**config.mk**
```make
export PLATFORM = sky130hd
export DESIGN_NAME = slp_regs
export DESIGN_NICKNAME = d
export VERILOG_FILES = /design/src/slp_pkg.sv /design/src/slp_regs.sv /design/src/slp_addr_form.sv
export SDC_FILE = /design/constraint.sdc
export NUM_CORES = 1
export LEC_CHECK = 0
export BUFFER_PORTS_ARGS = -buffer_cell sky130_fd_sc_hd__buf_2
export CORE_MARGIN = 5
export CORE_UTILIZATION = 36
export DETAILED_ROUTE_END_ITERATION = 10
export PLACE_DENSITY = 0.67
export REMOVE_ABC_BUFFERS = 1
export SETUP_SLACK_MARGIN = 0.1
export SYNTH_ARGS = -nofsm -noshare
export SYNTH_HDL_FRONTEND = slang
export SYNTH_HIERARCHICAL = 1
export SYNTH_SLANG_ARGS = --single-unit
```
**constraint.sdc**
```tcl
create_clock -name clk_sys_i -period 2.8 [get_ports clk_sys_i]
set_clock_uncertainty 0.2 [all_clocks]
set_input_delay 0.14 -clock clk_sys_i [delete_from_list [all_inputs] [get_ports clk_sys_i]]
set_output_delay 0.14 -clock clk_sys_i [all_outputs]
set_load 0.05 [all_outputs]
```
**src/slp_pkg.sv**
```systemverilog
// constants shared by the schedule list pointer register bank
package slp_pkg;

    // ********************************************************************
    // register offsets within the operational window
    // ********************************************************************
    localparam logic [7:0]  SLP_OFS_PERIODIC_ORIGIN = 8'h34;
    localparam logic [7:0]  SLP_OFS_NEXT_QH_POINTER = 8'h38;

    // ********************************************************************
    // field positions
    // ********************************************************************
    localparam int unsigned SLP_ORIGIN_LSB    = 12;  // origin maps onto address bits 31..12
    localparam int unsigned SLP_QH_LSB        = 5;   // bits 4..0 always read zero
    localparam int unsigned SLP_INDEX_LSB     = 3;   // counter bits N..3 select the entry
    localparam int unsigned SLP_ENTRY_SHIFT   = 2;   // four-byte list entries
    localparam int unsigned SLP_N_1024        = 12;
    localparam int unsigned SLP_N_512         = 11;
    localparam int unsigned SLP_N_256         = 10;
    localparam int unsigned SLP_INDEX_W       = SLP_N_1024 - SLP_INDEX_LSB + 1;

    // ********************************************************************
    // reset values
    // ********************************************************************
    localparam logic [31:0] SLP_RESET_PERIODIC_ORIGIN = 32'h0000_0000;
    localparam logic [31:0] SLP_RESET_NEXT_QH_POINTER = 32'h0000_0000;
    localparam logic [31:0] SLP_RDATA_IDLE            = 32'h0000_0000;

    // ********************************************************************
    // list size select encodings
    // ********************************************************************
    typedef enum logic [1:0]
    {
        SLP_SIZE_1024     = 2'b00,
        SLP_SIZE_512      = 2'b01,
        SLP_SIZE_256      = 2'b10,
        SLP_SIZE_RESERVED = 2'b11
    } slp_size_e;

endpackage : slp_pkg

```
**src/slp_regs.sv**
```systemverilog
// periodic frame list origin and next queue head pointer register bank
//
// What this block does
// - In wide mode the upper 32 address bits come from the segment register.
// - Origin combines with microframe counter to step through list entries.
// - Origin is 20 bits at 31..12 mapping address 31..12; 11..0 reserved.
// - The 32-bit queue head pointer holds the next queue head address.
// - Queue head pointer bits 4..0 always read back as zero.
// - Counter bits N..3 index the list; N is 12, 11 or 10.
`timescale 1ns/10ps

module slp_regs
    import slp_pkg::*;
#(
    parameter int unsigned COUNTER_W = 14
)
(
    input  wire logic                 clk_sys_i,
    input  wire logic                 reset_n_i,
    // register port
    input  wire logic [7:0]           reg_addr_i,
    input  wire logic                 reg_wr_i,
    input  wire logic                 reg_rd_i,
    input  wire logic [3:0]           reg_be_i,
    input  wire logic [31:0]          reg_wdata_i,
    output      logic [31:0]          reg_rdata_o,
    output      logic                 reg_rvalid_o,
    // neighbouring operational state
    input  wire logic                 wide_addressing_capable_i,
    input  wire logic [31:0]          upper_address_segment_i,
    input  wire logic [COUNTER_W-1:0] microframe_counter_i,
    input  wire logic [1:0]           list_size_select_i,
    // addresses handed to the schedule engines
    output      logic [31:0]          periodic_list_origin_o,
    output      logic [31:0]          next_queue_head_pointer_o,
    output      logic [63:0]          periodic_fetch_addr_o,
    output      logic [63:0]          queue_head_addr_o,
    output      logic                 periodic_entry_step_o,
    output      logic                 list_size_bad_o
);

    // ********************************************************************
    // storage
    // ********************************************************************
    // only the implemented bits are kept; everything below the field
    // reads as constant zero, so a stray reserved write cannot stick
    logic [31-SLP_ORIGIN_LSB:0] origin_field;
    logic [31-SLP_QH_LSB:0]     queue_head_link_field;

    logic [31:0]                origin_word;
    logic [31:0]                qh_word;
    logic [31:0]                merged_origin;
    logic [31:0]                merged_qh;

    logic                       hit_origin;
    logic                       hit_qh;

    logic [SLP_INDEX_W-1:0]     next_index;
    logic [SLP_INDEX_W-1:0]     index_q;
    logic                       next_size_bad;
    logic [31:0]                periodic_low;
    logic [63:0]                periodic_full;
    logic [63:0]                qh_full;

    // ********************************************************************
    // readback words
    // ********************************************************************
    assign origin_word = {origin_field, {SLP_ORIGIN_LSB{1'b0}}};
    assign qh_word     = {queue_head_link_field, {SLP_QH_LSB{1'b0}}};

    // address decode
    assign hit_origin = (reg_addr_i == SLP_OFS_PERIODIC_ORIGIN);
    assign hit_qh     = (reg_addr_i == SLP_OFS_NEXT_QH_POINTER);

    // ********************************************************************
    // byte lane merge
    // ********************************************************************
    // lanes without an enable keep their current contents
    for (genvar lane = 0; lane < 4; lane++)
    begin : g_lane
        assign merged_origin[8*lane +: 8] = reg_be_i[lane] ? reg_wdata_i[8*lane +: 8]
                                                           : origin_word[8*lane +: 8];
        assign merged_qh[8*lane +: 8]     = reg_be_i[lane] ? reg_wdata_i[8*lane +: 8]
                                                           : qh_word[8*lane +: 8];
    end

    // ********************************************************************
    // periodic list origin
    // ********************************************************************
    // loaded by software before the periodic schedule is enabled
    always_ff @(posedge clk_sys_i)
    begin
        if (!reset_n_i)
        begin
            origin_field <= SLP_RESET_PERIODIC_ORIGIN[31:SLP_ORIGIN_LSB];
        end
        else if (reg_wr_i && hit_origin)
        begin
            origin_field <= merged_origin[31:SLP_ORIGIN_LSB];
        end
    end

    // ********************************************************************
    // next queue head pointer
    // ********************************************************************
    // bits 31..5 are all kept, 11..5 included; bits 4..0 are never stored
    always_ff @(posedge clk_sys_i)
    begin
        if (!reset_n_i)
        begin
            queue_head_link_field <= SLP_RESET_NEXT_QH_POINTER[31:SLP_QH_LSB];
        end
        else if (reg_wr_i && hit_qh)
        begin
            queue_head_link_field <= merged_qh[31:SLP_QH_LSB];
        end
    end

    // ********************************************************************
    // register read
    // ********************************************************************
    // one cycle read latency; unmapped offsets answer zero
    always_ff @(posedge clk_sys_i)
    begin
        if (!reset_n_i)
        begin
            reg_rdata_o  <= SLP_RDATA_IDLE;
            reg_rvalid_o <= 1'b0;
        end
        else
        begin
            reg_rvalid_o <= reg_rd_i;
            if (reg_rd_i && hit_origin)
            begin
                reg_rdata_o <= origin_word;
            end
            else if (reg_rd_i && hit_qh)
            begin
                reg_rdata_o <= qh_word;
            end
            else
            begin
                reg_rdata_o <= SLP_RDATA_IDLE;
            end
        end
    end

    // ********************************************************************
    // frame list index selection
    // ********************************************************************
    // each entry serves eight microframes, so bits 2..0 are dropped
    always_comb
    begin
        next_index    = '0;
        next_size_bad = 1'b0;
        unique case (slp_size_e'(list_size_select_i))
            SLP_SIZE_1024:
            begin
                next_index = microframe_counter_i[SLP_N_1024:SLP_INDEX_LSB];
            end
            SLP_SIZE_512:
            begin
                next_index = {1'b0, microframe_counter_i[SLP_N_512:SLP_INDEX_LSB]};
            end
            SLP_SIZE_256:
            begin
                next_index = {2'b00, microframe_counter_i[SLP_N_256:SLP_INDEX_LSB]};
            end
            SLP_SIZE_RESERVED:
            begin
                // reserved size: park on entry zero rather than guess a size
                next_index    = '0;
                next_size_bad = 1'b1;
            end
        endcase
    end

    // ********************************************************************
    // entry fetch address forming
    // ********************************************************************
    assign periodic_low = {origin_field, next_index, {SLP_ENTRY_SHIFT{1'b0}}};

    slp_addr_form u_periodic_form
    (
        .low_addr_i                (periodic_low),
        .wide_addressing_capable_i (wide_addressing_capable_i),
        .upper_address_segment_i   (upper_address_segment_i),
        .full_addr_o               (periodic_full)
    );

    slp_addr_form u_queue_head_form
    (
        .low_addr_i                (qh_word),
        .wide_addressing_capable_i (wide_addressing_capable_i),
        .upper_address_segment_i   (upper_address_segment_i),
        .full_addr_o               (qh_full)
    );

    // ********************************************************************
    // registered addresses to the schedule engines
    // ********************************************************************
    // registering costs one cycle but keeps the long adder-free paths
    // from the counter and segment off the engines' fetch timing
    always_ff @(posedge clk_sys_i)
    begin
        if (!reset_n_i)
        begin
            periodic_fetch_addr_o <= 64'h0000_0000_0000_0000;
            queue_head_addr_o     <= 64'h0000_0000_0000_0000;
            list_size_bad_o       <= 1'b0;
        end
        else
        begin
            periodic_fetch_addr_o <= periodic_full;
            queue_head_addr_o     <= qh_full;
            list_size_bad_o       <= next_size_bad;
        end
    end

    // raw register contents for neighbouring logic
    always_ff @(posedge clk_sys_i)
    begin
        if (!reset_n_i)
        begin
            periodic_list_origin_o    <= SLP_RESET_PERIODIC_ORIGIN;
            next_queue_head_pointer_o <= SLP_RESET_NEXT_QH_POINTER;
        end
        else
        begin
            periodic_list_origin_o    <= origin_word;
            next_queue_head_pointer_o <= qh_word;
        end
    end

    // ********************************************************************
    // entry step detection
    // ********************************************************************
    // pulses when the selected entry moves on, every eighth microframe;
    // the index is tracked through reset so release shows no false step
    always_ff @(posedge clk_sys_i)
    begin
        if (!reset_n_i)
        begin
            index_q               <= next_index;
            periodic_entry_step_o <= 1'b0;
        end
        else
        begin
            index_q               <= next_index;
            periodic_entry_step_o <= (next_index != index_q);
        end
    end

endmodule : slp_regs

```
**src/slp_addr_form.sv**
```systemverilog
// forms a 64-bit structure address from a 32-bit pointer and the segment
`timescale 1ns/10ps

module slp_addr_form
    import slp_pkg::*;
(
    input  wire logic [31:0] low_addr_i,
    input  wire logic        wide_addressing_capable_i,
    input  wire logic [31:0] upper_address_segment_i,
    output      logic [63:0] full_addr_o
);

    // ********************************************************************
    // segment selection
    // ********************************************************************
    // upper half is forced to zero in 32-bit mode so stale segment data
    // can never leak into a fetch address
    logic [31:0] upper_half;

    assign upper_half  = wide_addressing_capable_i ? upper_address_segment_i : 32'h0000_0000;
    assign full_addr_o = {upper_half, low_addr_i};

endmodule : slp_addr_form

```
==> report_table.html, run 1 <==
<table>
<tr><th>Metric</th><th>Value</th></tr>
<tr><th colspan="2">Synth</th></tr>
<tr><td>Leading cell types by total area after synthesis</td><td>sky130_fd_sc_hd__dfxtp_1 (58%), sky130_fd_sc_hd__and2_1 (13%), sky130_fd_sc_hd__buf_4 (7.1%)</td></tr>
<tr><td>Most common cell in the synthesized netlist</td><td>sky130_fd_sc_hd__dfxtp_1</td></tr>
<tr><td>EDFF count, synth</td><td>0</td></tr>
<tr><td>Mean instance size in the synthesized netlist</td><td>11.1 um^2</td></tr>
<tr><td>Yosys Warn Count</td><td>6</td></tr>
<tr><td>Cell type contributing the most total cell area after synthesis</td><td>sky130_fd_sc_hd__dfxtp_1</td></tr>
<tr><td>Sequential fraction of the synthesis area</td><td>58.0%</td></tr>
<tr><td>Share of Yosys cell area claimed by the top area cell type</td><td>58.0%</td></tr>
<tr><td>Count of distinct cell types in the synthesized netlist</td><td>40</td></tr>
<tr><td>Dominant register cell in the synthesized netlist</td><td>sky130_fd_sc_hd__dfxtp_1</td></tr>
<tr><td>Netlist area before placement</td><td>9050 um^2</td></tr>
<tr><td>Number of synthesized register bits</td><td>262</td></tr>
<tr><td>Share of synthesized flip-flops with an asynchronous set or reset</td><td>0%</td></tr>
<tr><td>Cell types with the highest counts after synthesis</td><td>sky130_fd_sc_hd__dfxtp_1 (262), sky130_fd_sc_hd__and2_1 (182), sky130_fd_sc_hd__buf_4 (86), sky130_fd_sc_hd__and2_2 (64), sky130_fd_sc_hd__nor2b_1 (48)</td></tr>
<tr><td>Synthesized netlist cell count</td><td>812</td></tr>
<tr><th colspan="2">Clock tree</th></tr>
<tr><td>Clk sinks</td><td>262</td></tr>
<tr><td>Total CTS buffers</td><td>27</td></tr>
<tr><td>Buffer depth of the longest clock path</td><td>3</td></tr>
<tr><td>Post-cts gate resize count</td><td>0</td></tr>
<tr><td>CTS Hold Bufs</td><td>92</td></tr>
<tr><td>CTS Root Buffer Type</td><td>sky130_fd_sc_hd__clkbuf_16</td></tr>
<tr><td>Worst-skew pair later-pin latency</td><td>0.52 ns</td></tr>
<tr><td>Level count of the clock H-tree</td><td>1</td></tr>
<tr><td>Total setup buffers inserted after CTS</td><td>0</td></tr>
<tr><td>CTS tree</td><td>built</td></tr>
<tr><td>Clock transition at the registers of the reported paths</td><td>0.06 ns</td></tr>
<tr><th colspan="2">Global route</th></tr>
<tr><td>GRT Total Usage</td><td>14.2%</td></tr>
<tr><td>First-pass GRT wire length</td><td>33,500 um</td></tr>
<tr><td>Global-route congestion overflow total</td><td>0</td></tr>
<tr><td>Via count of the first global-routing pass</td><td>6,362</td></tr>
<tr><td>Pin count of the biggest net entering global routing</td><td>225</td></tr>
<tr><td>Number of antenna violations at the first check in global routing</td><td>0</td></tr>
<tr><th colspan="2">Routing</th></tr>
<tr><td>Mean routed wirelength per cell</td><td>14.2 um</td></tr>
<tr><td>Drc violations</td><td>0</td></tr>
<tr><td>Detailed-routing iteration count for the pre-antenna-repair pass</td><td>4</td></tr>
<tr><td>Via total after detailed routing</td><td>6,206</td></tr>
<tr><td>Post-route ant nets</td><td>0</td></tr>
<tr><td>Iteration-0 DRC count of the detailed router</td><td>274</td></tr>
<tr><td>Drt via density</td><td>4.18</td></tr>
<tr><td>Total detailed-routing wirelength</td><td>21,100 um</td></tr>
<tr><th colspan="2">Critical path</th></tr>
<tr><td>Top fanout value on the critical path</td><td>8</td></tr>
<tr><td>Worst endpoint data arrival time</td><td>2.46 ns</td></tr>
<tr><td>Critical Path Start Type</td><td>input pin</td></tr>
<tr><td>Cell depth of the worst flop-to-flop path</td><td>4</td></tr>
<tr><td>Setup slack of the worst register-to-register path</td><td>0.73 ns</td></tr>
<tr><td>Worst setup path class</td><td>input pin to flop</td></tr>
<tr><td>Required time of the worst setup path</td><td>3.02 ns</td></tr>
<tr><td>Critical path capture point type</td><td>flop</td></tr>
<tr><th colspan="2">Timing</th></tr>
<tr><td>Fin. Hold Viols</td><td>0</td></tr>
<tr><td>RSZ-0062 raised after global routing</td><td>false</td></tr>
<tr><td>Sum of negative setup slack</td><td>0 ns</td></tr>
<tr><td>Post-route worst hold slack</td><td>0.0373 ns</td></tr>
<tr><td>Max transition margin</td><td>48.9%</td></tr>
<tr><td>Min Tclk post-route</td><td>2.24 ns</td></tr>
<tr><td>Final critical-path share of the clock period</td><td>79.9%</td></tr>
<tr><td>Highest achievable clock rate</td><td>447 MHz</td></tr>
<tr><td>Pin slew with the least headroom to its limit</td><td>0.766 ns</td></tr>
<tr><td>Max-slew violation total from the final report</td><td>0</td></tr>
<tr><td>Total setup violations reported at the end of the flow</td><td>0</td></tr>
<tr><th colspan="2">Power</th></tr>
<tr><td>Standby leakage power</td><td>6.00 nW</td></tr>
<tr><td>Maximum VDD drop</td><td>0.000443 V</td></tr>
<tr><td>Combinational cell fraction of total power</td><td>8.2%</td></tr>
<tr><td>Part of the total power dissipated in the clock network</td><td>44.7%</td></tr>
<tr><td>Net switching power</td><td>0.00187 W</td></tr>
<tr><td>Share of total power consumed by net switching</td><td>23.2%</td></tr>
<tr><td>Power share of the sequential group</td><td>47.1%</td></tr>
<tr><td>Internal cell power</td><td>0.00621 W</td></tr>
<tr><td>Total power</td><td>0.00808 W</td></tr>
<tr><td>Cell Pwr Density</td><td>668 nW/um^2</td></tr>
<tr><th colspan="2">Floorplanning</th></tr>
<tr><td>Die Width</td><td>169 um</td></tr>
<tr><td>Die Y</td><td>169 um</td></tr>
<tr><td>Io pins</td><td>324</td></tr>
<tr><td>Total Die Area</td><td>28,400 um^2</td></tr>
<tr><td>Core Footprint</td><td>25,000 um^2</td></tr>
<tr><td>Placement row count</td><td>58</td></tr>
<tr><td>Starting Density</td><td>36.2%</td></tr>
<tr><th colspan="2">Job</th></tr>
<tr><td>Number of maximum-capacitance violations</td><td>0</td></tr>
<tr><th colspan="2">Min path</th></tr>
<tr><td>WHS Path Cells</td><td>4</td></tr>
<tr><td>Worst min-delay path category</td><td>input pin to flop</td></tr>
<tr><th colspan="2">Placement</th></tr>
<tr><td>Detailed-placement wirelength estimate</td><td>14,100 um</td></tr>
<tr><td>Global placement routability congestion</td><td>0.751</td></tr>
<tr><td>Number of buffer cells added on primary ports</td><td>292</td></tr>
<tr><td>Placement Cell Area</td><td>10,300 um^2</td></tr>
<tr><td>Number of placed instances with taps included</td><td>1,340</td></tr>
<tr><th colspan="2">Finish</th></tr>
<tr><td>Area of all placed cells without fillers</td><td>12,100 um^2</td></tr>
<tr><td>Synthesis-to-finish area growth</td><td>33.8%</td></tr>
<tr><td>Post-route insts no fill</td><td>1,483</td></tr>
<tr><td>Net total in the final layout</td><td>1,228</td></tr>
<tr><td>Number of inserted filler cells in the final layout</td><td>2,310</td></tr>
<tr><td>Fraction of layout instances using a drive strength above 1</td><td>36.3%</td></tr>
<tr><th colspan="2">Outcome</th></tr>
<tr><td>Run status</td><td>finished clean</td></tr>
</table>
==> metrics by stage <==
stage               worst slack [ns]  utilization, %
floorplan                      0.441               -
global placement               0.627            41.1
detailed placement             0.566            41.1
CTS                            0.601            48.5
global route                   0.435            48.5
finish                         0.563            48.5
==> cells by family after synthesis <==
logic type / count (synthesis) / synth area share (%)
multiplexers: 47 / 5.20
buffers and inverters: 130 / 9.38
XOR/XNOR: 3 / 0.291
other: 1 / 0.0415
AND/OR/NAND/NOR: 332 / 23.9
AO/OA/AOI/OAI: 37 / 3.18
flip-flops: 262 / 58.0
==> critical path: stages <==
cell	delay [ns]
sky130_fd_sc_hd__dlygate4sd3_1	0.53
sky130_fd_sc_hd__buf_2	0.13
sky130_fd_sc_hd__nor4_2	0.29
sky130_fd_sc_hd__buf_4	0.21
sky130_fd_sc_hd__nand3_2	0.28
sky130_fd_sc_hd__mux2i_1	0.24
sky130_fd_sc_hd__dlygate4sd3_1	0.57
sky130_fd_sc_hd__nor2b_1	0.04
==> registers in the layout (all words and copies together), names as in the netlist <==
name                       flops
periodic_fetch_addr_o         64
queue_head_addr_o             64
next_queue_head_pointer_o     27
queue_head_link_field         27
reg_rdata_o                   27
origin_field                  20
periodic_list_origin_o        20
index_q                       10
list_size_bad_o                1
periodic_entry_step_o          1
reg_rvalid_o                   1
==> layout make-up <==
cell class	count	area, um^2	area share [%]
Sequential cell	262	5250	43.3
Multi-Input combinational cell	448	3060	25.3
Timing Repair Buffer	389	2450	20.2
Clock buffer	37	793	6.55
Tap cell	330	413	3.41
Clock inverter	13	126	1.04
Inverter	3	11.3	0.0930
Antenna cell	1	2.50	0.0207
==> metal layers <==
metal	up-vias	global-route usage [%]	share of wire, %
met5	-	0	0
met4	0	4.76	2.7
met3	46	4.18	8.1
met2	210	25.1	49
met1	2844	16.6	40
li1	3106	-	-
==> power by group through the flow <==
stage                     Sequential (W)  Combinational, W  Clock (W)
after floorplan                  0.00407          0.000182          0
after global placement           0.00389          0.000562          0
after detailed placement         0.00389          0.000566          0
after CTS                        0.00381          0.000666    0.00372
after global routing             0.00381          0.000711    0.00388
final                            0.00381          0.000662    0.00361
==> path summary, 6_finish.rpt <==
path                                      start                    endpoint
worst min-delay path                reg_be_i[1]    queue_head_link_field[8]
worst max-delay path              reg_addr_i[7]   queue_head_link_field[13]
worst max register to register       index_q[0]       periodic_entry_step_o
worst min register to register  origin_field[6]  periodic_list_origin_o[18]
==> placed cells by master (no fill, tap or decap), drive strengths merged, types with 2 or more instances in the layout <==
cell type      n
clkbuf        37
a21oi          7
inv            5
buf          297
a22o          20
and3           9
nand2b         4
mux2i         47
o21ai          4
xnor2          3
dfxtp        262
conb          29
or2b           3
and2         247
nor4           4
dlygate4sd3   92
nor2b         48
bufinv         2
clkinv         9
nand3          8
nand2          2
nor2           4
(Power assumes the default switching activity.)
==> run 2, diff against run 1 <==
==> constraint.sdc (replaced) <==
create_clock -name clk_sys_i -period 2.1 [get_ports clk_sys_i]
set_clock_uncertainty 0.2 [all_clocks]
set_input_delay 0.105 -clock clk_sys_i [delete_from_list [all_inputs] [get_ports clk_sys_i]]
set_output_delay 0.105 -clock clk_sys_i [all_outputs]
set_load 0.05 [all_outputs]
==> run 2 against run 1 <==
Net effect: first-iteration DRC count down 32%; clock power up 26%; design area up 0.28%; via count down 0.45%; setup slack worse by 0.40 ns; non-clock buffer count up 11; routed wire length about the same; critical path type is now flop to flop.
==> report_table.html, run 2 (same netlist as run 1, synthesis figures left out) <==
<table>
<tr><th>Metric</th><th>Value</th></tr>
<tr><th colspan="2">Outcome</th></tr>
<tr><td>Run status</td><td>finished clean</td></tr>
<tr><th colspan="2">Critical path</th></tr>
<tr><td>Worst endpoint data arrival time</td><td>2.13 ns</td></tr>
<tr><td>Worst setup path class</td><td>flop to flop</td></tr>
<tr><td>Top fanout value on the critical path</td><td>3</td></tr>
<tr><td>Critical path capture point type</td><td>flop</td></tr>
<tr><td>Required time of the worst setup path</td><td>2.29 ns</td></tr>
<tr><td>Critical Path Start Type</td><td>flop</td></tr>
<tr><th colspan="2">Routing</th></tr>
<tr><td>Drc violations</td><td>0</td></tr>
<tr><td>Drt via density</td><td>4.15</td></tr>
<tr><td>Iteration-0 DRC count of the detailed router</td><td>187</td></tr>
<tr><td>Mean routed wirelength per cell</td><td>14.2 um</td></tr>
<tr><td>Via total after detailed routing</td><td>6,178</td></tr>
<tr><td>Detailed-routing iteration count for the pre-antenna-repair pass</td><td>4</td></tr>
<tr><td>Post-route ant nets</td><td>0</td></tr>
<tr><td>Total detailed-routing wirelength</td><td>21,100 um</td></tr>
<tr><th colspan="2">Finish</th></tr>
<tr><td>Fraction of layout instances using a drive strength above 1</td><td>36.1%</td></tr>
<tr><td>Seq. cell area</td><td>5250 um^2</td></tr>
<tr><td>Net total in the final layout</td><td>1,239</td></tr>
<tr><td>Synthesis-to-finish area growth</td><td>34.2%</td></tr>
<tr><td>Leading registers by flop count</td><td>periodic_fetch_addr_o: 64 flops, queue_head_addr_o: 64 flops</td></tr>
<tr><td>Post-route insts no fill</td><td>1,489</td></tr>
<tr><td>Fraction of the core area covered by cells at the end of the flow</td><td>48.6%</td></tr>
<tr><td>Most frequent standard cell in the layout excluding fill and tap cells</td><td>sky130_fd_sc_hd__buf_2</td></tr>
<tr><td>Area of the multi-input gates</td><td>3070 um^2</td></tr>
<tr><td>Most used cells in the layout excluding fill and tap cells</td><td>sky130_fd_sc_hd__buf_2 (291), sky130_fd_sc_hd__dfxtp_1 (262), sky130_fd_sc_hd__and2_1 (182)</td></tr>
<tr><td>Antenna cells</td><td>0</td></tr>
<tr><td>Number of inserted filler cells in the final layout</td><td>2,247</td></tr>
<tr><th colspan="2">Placement</th></tr>
<tr><td>Global placement routability congestion</td><td>0.751</td></tr>
<tr><td>Number of placed instances with taps included</td><td>1,347</td></tr>
<tr><td>Detailed-placement wirelength estimate</td><td>14,200 um</td></tr>
<tr><td>Number of buffer cells added on primary ports</td><td>292</td></tr>
<tr><th colspan="2">Timing</th></tr>
<tr><td>Total setup violations reported at the end of the flow</td><td>0</td></tr>
<tr><td>Post-route worst hold slack</td><td>0.0225 ns</td></tr>
<tr><td>RSZ-0062 raised after global routing</td><td>true</td></tr>
<tr><td>Max transition margin</td><td>51.7%</td></tr>
<tr><td>Min Tclk post-route</td><td>1.94 ns</td></tr>
<tr><td>Final critical-path share of the clock period</td><td>92.2%</td></tr>
<tr><td>Max-slew violation total from the final report</td><td>0</td></tr>
<tr><td>Pin slew with the least headroom to its limit</td><td>0.724 ns</td></tr>
<tr><td>Fin. Hold Viols</td><td>0</td></tr>
<tr><td>Highest achievable clock rate</td><td>517 MHz</td></tr>
<tr><th colspan="2">Global route</th></tr>
<tr><td>First-pass GRT wire length</td><td>33,400 um</td></tr>
<tr><td>Pin count of the biggest net entering global routing</td><td>225</td></tr>
<tr><td>Via count of the first global-routing pass</td><td>6,411</td></tr>
<tr><td>Number of antenna violations at the first check in global routing</td><td>0</td></tr>
<tr><td>GRT Total Usage</td><td>14.2%</td></tr>
<tr><td>Global-route congestion overflow total</td><td>0</td></tr>
<tr><th colspan="2">Power</th></tr>
<tr><td>Combinational cell fraction of total power</td><td>8.5%</td></tr>
<tr><td>Cell Pwr Density</td><td>868 nW/um^2</td></tr>
<tr><td>Part of the total power dissipated in the clock network</td><td>43.3%</td></tr>
<tr><td>Share of total power consumed by net switching</td><td>23.0%</td></tr>
<tr><td>Internal cell power</td><td>0.00811 W</td></tr>
<tr><td>Power share of the sequential group</td><td>48.2%</td></tr>
<tr><td>Net switching power</td><td>0.00242 W</td></tr>
<tr><td>Standby leakage power</td><td>6.01 nW</td></tr>
<tr><td>Maximum VDD drop</td><td>0.000507 V</td></tr>
<tr><th colspan="2">Job</th></tr>
<tr><td>Number of maximum-capacitance violations</td><td>0</td></tr>
<tr><th colspan="2">Clock tree</th></tr>
<tr><td>CTS tree</td><td>built</td></tr>
<tr><td>CTS Root Buffer Type</td><td>sky130_fd_sc_hd__clkbuf_16</td></tr>
<tr><td>Level count of the clock H-tree</td><td>1</td></tr>
<tr><td>Clock transition at the registers of the reported paths</td><td>0.06 ns</td></tr>
<tr><td>Clk sinks</td><td>262</td></tr>
<tr><td>Total CTS buffers</td><td>27</td></tr>
<tr><td>Worst-skew pair later-pin latency</td><td>0.52 ns</td></tr>
<tr><td>Buffer depth of the longest clock path</td><td>3</td></tr>
<tr><th colspan="2">Floorplanning</th></tr>
<tr><td>Starting Density</td><td>36.2%</td></tr>
<tr><td>Placement row count</td><td>58</td></tr>
<tr><td>Die Y</td><td>169 um</td></tr>
<tr><td>Die Width</td><td>169 um</td></tr>
<tr><td>Total Die Area</td><td>28,400 um^2</td></tr>
<tr><td>Io pins</td><td>324</td></tr>
<tr><td>Core Footprint</td><td>25,000 um^2</td></tr>
<tr><th colspan="2">Min path</th></tr>
<tr><td>Worst min-delay path category</td><td>input pin to flop</td></tr>
</table>
-- run 2: cell count changes in the layout (fill, tap and decap cells not counted) --
cell,change
sky130_fd_sc_hd__dlygate4sd3_1,+4
sky130_fd_sc_hd__bufinv_16,-1
sky130_fd_sc_hd__clkinv_2,-5
sky130_fd_sc_hd__nor4_2,+1
sky130_fd_sc_hd__buf_4,+7
sky130_fd_sc_hd__diode_2,-1
sky130_fd_sc_hd__inv_6,-1
sky130_fd_sc_hd__clkbuf_1,+4
sky130_fd_sc_hd__nor4_1,-1
sky130_fd_sc_hd__clkbuf_8,-1
-- run 2: what timing repair did --
action                                  CTS  global route
resized for setup                         0             1
hold buffers                             96             0
pin swaps                                 3             0
endpoints found under the setup margin    1             1
endpoints found under the hold margin   140             0
buffers inserted                          0             0
-- run 2: cell type report --
| cell class | count | share of cell area [%] |
|---|---|---|
| Multi-Input combinational cell | 448 | 25.3 |
| Inverter | 3 | 0.0928 |
| Clock inverter | 6 | 0.515 |
| Tap cell | 330 | 3.40 |
| Sequential cell | 262 | 43.2 |
| Clock buffer | 40 | 6.55 |
| Timing Repair Buffer | 400 | 20.9 |
-- run 2: worst paths after layout --
check / from / end / slack (ns) / cells after the start
worst max-delay path: index_q[5] / periodic_entry_step_o / 0.16 / 4
worst min-delay path: wide_addressing_capable_i / queue_head_addr_o[56] / 0.02 / 3
worst min register to register: origin_field[1] / periodic_list_origin_o[13] / 0.30 / 1
worst max register to register: index_q[5] / periodic_entry_step_o / 0.16 / 4
-- run 2: critical path, cell delays in order, from the launching register on --
cell and delay (ns):
sky130_fd_sc_hd__dfxtp_1 0.33, sky130_fd_sc_hd__nor4_2 0.27, sky130_fd_sc_hd__a21oi_1 0.05, sky130_fd_sc_hd__or4_1 0.53
sky130_fd_sc_hd__o41a_1 0.42
-- run 2: power by group through the flow --
stage	combinational (W)	clock [W]	sequential (W)
6_report	0.000892	0.00456	0.00508
3_3_place_gp	0.000755	0	0.00519
4_1_cts	0.000893	0.00471	0.00508
2_1_floorplan	0.000243	0	0.00543
3_5_place_dp	0.000758	0	0.00519
5_1_grt	0.000953	0.00493	0.00509
-- run 2: metal layers --
metal  wire (um)  vias up  track usage (%)
li1            -     3116                -
met1        8390     2801             16.1
met2       10300      215             25.4
met3        1790       46             4.23
met4         607        0             4.94
met5           0        -                0
-- run 2: metrics by stage --
| stage | area (um^2) | total power, W | setup slack, ns | setup TNS (ns) |
|---|---|---|---|---|
| after floorplan | 8310 | 0.00568 | -0.224 | -4.35 |
| after global placement | 10300 | 0.00594 | 0.0622 | 0 |
| after detailed placement | 10300 | 0.00595 | 0.0512 | 0 |
| after CTS | 12100 | 0.0107 | 0.151 | 0 |
| after global routing | 12100 | 0.0110 | 0.0818 | 0 |
| final | 12100 | 0.0105 | 0.164 | 0 |
==> run 3, diff against run 2 <==
--- a/config.mk
+++ b/config.mk
@@ -6,10 +6,12 @@
 export NUM_CORES = 1
 export LEC_CHECK = 0
 export BUFFER_PORTS_ARGS = -buffer_cell sky130_fd_sc_hd__buf_2
+export CELL_PAD_IN_SITES_DETAIL_PLACEMENT = 0
+export CELL_PAD_IN_SITES_GLOBAL_PLACEMENT = 1
 export CORE_MARGIN = 5
-export CORE_UTILIZATION = 36
+export CORE_UTILIZATION = 35
 export DETAILED_ROUTE_END_ITERATION = 10
-export PLACE_DENSITY = 0.67
+export PLACE_DENSITY = 0.84
 export REMOVE_ABC_BUFFERS = 1
 export SETUP_SLACK_MARGIN = 0.1
 export SYNTH_ARGS = -nofsm -noshare
==> constraint.sdc (replaced) <==
create_clock -name clk_sys_i -period 1.65 [get_ports clk_sys_i]
set_clock_uncertainty 0.2 [all_clocks]
set_input_delay 0.0825 -clock clk_sys_i [delete_from_list [all_inputs] [get_ports clk_sys_i]]
set_output_delay 0.0825 -clock clk_sys_i [all_outputs]
set_load 0.05 [all_outputs]
==> run 3 against run 2 <==
Net effect: the run now ends with hold timing, setup timing left; global-route usage fell by 0.13 points; sequential power increased by 27%; register-to-register slack got worse by 0.49 ns.
==> report_table.html, run 3 (same netlist as run 1, synthesis figures left out) <==
<table>
<tr><th>Metric</th><th>Value</th></tr>
<tr><th colspan="2">Clock tree</th></tr>
<tr><td>Buffer depth of the longest clock path</td><td>3</td></tr>
<tr><td>CTS Root Buffer Type</td><td>sky130_fd_sc_hd__clkbuf_16</td></tr>
<tr><td>Level count of the clock H-tree</td><td>1</td></tr>
<tr><td>Total CTS buffers</td><td>28</td></tr>
<tr><td>Worst-skew pair later-pin latency</td><td>0.53 ns</td></tr>
<tr><td>Clock transition at the registers of the reported paths</td><td>0.06 ns</td></tr>
<tr><td>CTS tree</td><td>built</td></tr>
<tr><td>Clk sinks</td><td>262</td></tr>
<tr><th colspan="2">Routing</th></tr>
<tr><td>Drc violations</td><td>0</td></tr>
<tr><td>Drt via density</td><td>4.18</td></tr>
<tr><td>Mean routed wirelength per cell</td><td>14.2 um</td></tr>
<tr><td>Total detailed-routing wirelength</td><td>21,400 um</td></tr>
<tr><td>Detailed-routing iteration count for the pre-antenna-repair pass</td><td>4</td></tr>
<tr><td>Post-route ant nets</td><td>0</td></tr>
<tr><td>Iteration-0 DRC count of the detailed router</td><td>209</td></tr>
<tr><td>Via total after detailed routing</td><td>6,294</td></tr>
<tr><th colspan="2">Critical path</th></tr>
<tr><td>Start of the worst register-to-register path</td><td>index_q[0]</td></tr>
<tr><td>Worst setup path class</td><td>flop to flop</td></tr>
<tr><td>Worst endpoint data arrival time</td><td>2.19 ns</td></tr>
<tr><td>Setup slack of the worst register-to-register path</td><td>-0.32 ns</td></tr>
<tr><td>Critical path capture point type</td><td>flop</td></tr>
<tr><td>Worst r2r dst</td><td>periodic_entry_step_o</td></tr>
<tr><td>Top fanout value on the critical path</td><td>2</td></tr>
<tr><td>Required time of the worst setup path</td><td>1.87 ns</td></tr>
<tr><td>Cell depth of the worst flop-to-flop path</td><td>4</td></tr>
<tr><td>Critical Path Start Type</td><td>flop</td></tr>
<tr><th colspan="2">Outcome</th></tr>
<tr><td>Run status</td><td>complete, but fails checks</td></tr>
<tr><td>Failing checks</td><td>hold timing, setup timing</td></tr>
<tr><th colspan="2">Timing</th></tr>
<tr><td>Post-route worst hold slack</td><td>-0.0530 ns</td></tr>
<tr><td>Total setup violations reported at the end of the flow</td><td>1</td></tr>
<tr><td>Highest achievable clock rate</td><td>507 MHz</td></tr>
<tr><td>Max transition margin</td><td>50.7%</td></tr>
<tr><td>Min Tclk post-route</td><td>1.97 ns</td></tr>
<tr><td>Sum of negative setup slack</td><td>-0.323 ns</td></tr>
<tr><td>RSZ-0062 raised after global routing</td><td>true</td></tr>
<tr><td>Pin slew with the least headroom to its limit</td><td>0.739 ns</td></tr>
<tr><td>Final critical-path share of the clock period</td><td>120%</td></tr>
<tr><td>Final worst setup slack</td><td>-0.323 ns</td></tr>
<tr><td>Max-slew violation total from the final report</td><td>0</td></tr>
<tr><td>Fin. Hold Viols</td><td>1</td></tr>
<tr><th colspan="2">Finish</th></tr>
<tr><td>Most used cells in the layout excluding fill and tap cells</td><td>sky130_fd_sc_hd__buf_2 (291), sky130_fd_sc_hd__dfxtp_1 (261), sky130_fd_sc_hd__and2_1 (182)</td></tr>
<tr><td>Number of inserted filler cells in the final layout</td><td>2,306</td></tr>
<tr><td>Most frequent standard cell in the layout excluding fill and tap cells</td><td>sky130_fd_sc_hd__buf_2</td></tr>
<tr><td>Seq. cell area</td><td>5250 um^2</td></tr>
<tr><td>Leading registers by flop count</td><td>periodic_fetch_addr_o: 64 flops, queue_head_addr_o: 64 flops</td></tr>
<tr><td>Fraction of layout instances using a drive strength above 1</td><td>37.4%</td></tr>
<tr><td>Area of the multi-input gates</td><td>3060 um^2</td></tr>
<tr><td>Antenna cells</td><td>0</td></tr>
<tr><td>Net total in the final layout</td><td>1,251</td></tr>
<tr><td>Synthesis-to-finish area growth</td><td>35.9%</td></tr>
<tr><td>Area of all placed cells without fillers</td><td>12,300 um^2</td></tr>
<tr><th colspan="2">Global route</th></tr>
<tr><td>Pin count of the biggest net entering global routing</td><td>225</td></tr>
<tr><td>Number of antenna violations at the first check in global routing</td><td>2</td></tr>
<tr><td>First-pass GRT wire length</td><td>33,500 um</td></tr>
<tr><td>Via count of the first global-routing pass</td><td>6,394</td></tr>
<tr><td>Global-route congestion overflow total</td><td>0</td></tr>
<tr><td>GRT Total Usage</td><td>14.1%</td></tr>
<tr><th colspan="2">Min path</th></tr>
<tr><td>Start point of the worst min-delay path</td><td>microframe_counter_i[12]</td></tr>
<tr><td>Hold Crit Endpoint</td><td>periodic_entry_step_o</td></tr>
<tr><td>WHS Path Cells</td><td>6</td></tr>
<tr><td>Worst min-delay path category</td><td>input pin to flop</td></tr>
<tr><th colspan="2">Power</th></tr>
<tr><td>Cell Pwr Density</td><td>1110 nW/um^2</td></tr>
<tr><td>Standby leakage power</td><td>6.12 nW</td></tr>
<tr><td>Maximum VDD drop</td><td>0.000806 V</td></tr>
<tr><td>Combinational cell fraction of total power</td><td>8.5%</td></tr>
<tr><td>Net switching power</td><td>0.00324 W</td></tr>
<tr><td>Share of total power consumed by net switching</td><td>23.8%</td></tr>
<tr><td>Total power</td><td>0.0136 W</td></tr>
<tr><td>Power share of the sequential group</td><td>47.4%</td></tr>
<tr><td>Internal cell power</td><td>0.0104 W</td></tr>
<tr><td>Part of the total power dissipated in the clock network</td><td>44.1%</td></tr>
<tr><th colspan="2">Placement</th></tr>
<tr><td>Placement Cell Area</td><td>10,500 um^2</td></tr>
<tr><td>Detailed-placement wirelength estimate</td><td>14,700 um</td></tr>
<tr><td>Global placement routability congestion</td><td>0.757</td></tr>
<tr><td>Number of buffer cells added on primary ports</td><td>292</td></tr>
<tr><th colspan="2">Floorplanning</th></tr>
<tr><td>Core Footprint</td><td>25,300 um^2</td></tr>
<tr><td>Die Y</td><td>171 um</td></tr>
<tr><td>Die Width</td><td>171 um</td></tr>
<tr><td>Placement row count</td><td>58</td></tr>
<tr><td>Io pins</td><td>324</td></tr>
<tr><td>Total Die Area</td><td>29,200 um^2</td></tr>
<tr><td>Starting Density</td><td>35.7%</td></tr>
<tr><th colspan="2">Job</th></tr>
<tr><td>Number of maximum-capacitance violations</td><td>0</td></tr>
</table>
==> run 3: through the flow <==
stage | worst slack, ns | cells | util, %
after detailed placement | -0.423 | 1361 | 41.3
after global placement | -0.399 | 1361 | 41.3
after CTS | -0.285 | 1503 | 48.5
after global routing | -0.478 | 1505 | 48.5
after floorplan | -0.652 | 713 | -
final | -0.323 | 1505 | 48.5
==> run 3: layout make-up <==
| cell class | instances | share of cell area [%] |
|---|---|---|
| multi-input combinational | 448 | 24.9 |
| sequential | 262 | 42.7 |
| inverter | 3 | 0.0916 |
| clock inverter | 12 | 0.906 |
| clock buffer | 39 | 6.44 |
| tap | 330 | 3.36 |
| timing repair buffer | 411 | 21.6 |
==> run 3: power by group through the flow <==
| stage | combinational (W) | clock, W | sequential (W) |
|---|---|---|---|
| global route | 0.00125 | 0.00649 | 0.00647 |
| global placement | 0.000977 | 0 | 0.00660 |
| finish | 0.00116 | 0.00602 | 0.00646 |
| floorplan | 0.000310 | 0 | 0.00691 |
| CTS | 0.00116 | 0.00619 | 0.00646 |
| detailed placement | 0.000986 | 0 | 0.00660 |
==> run 3: timing repair <==
item                       in CTS  in global routing
resized for setup               1                  0
hold endpoints to repair      135                  2
setup buffers                   1                  2
pin swaps                       4                  1
hold buffers                   90                  1
setup endpoints to repair       1                 19
==> run 3: critical path: stages, from the launching register on <==
cell and delay, ns:
sky130_fd_sc_hd__dfxtp_2 0.32, sky130_fd_sc_hd__a222oi_1 0.37, sky130_fd_sc_hd__o211ai_1 0.14, sky130_fd_sc_hd__or4_1 0.53
sky130_fd_sc_hd__o41a_1 0.31
==> run 3: worst max-delay path by stage <==
stage                                            to           from  slack (ns)
after global placement        periodic_entry_step_o     index_q[0]       -0.40
after global routing          periodic_entry_step_o     index_q[0]       -0.48
after floorplan           queue_head_link_field[19]  reg_addr_i[0]       -0.65
after CTS                     periodic_entry_step_o     index_q[0]       -0.28
final                         periodic_entry_step_o     index_q[0]       -0.32
after detailed placement      periodic_entry_step_o     index_q[0]       -0.42
==> run 3: metal layers <==
layer	global-route usage (%)	share of wire [%]
met1	15.5	38
met2	25.3	50
met3	4.78	9.5
met4	4.79	2.8
met5	0	0.089
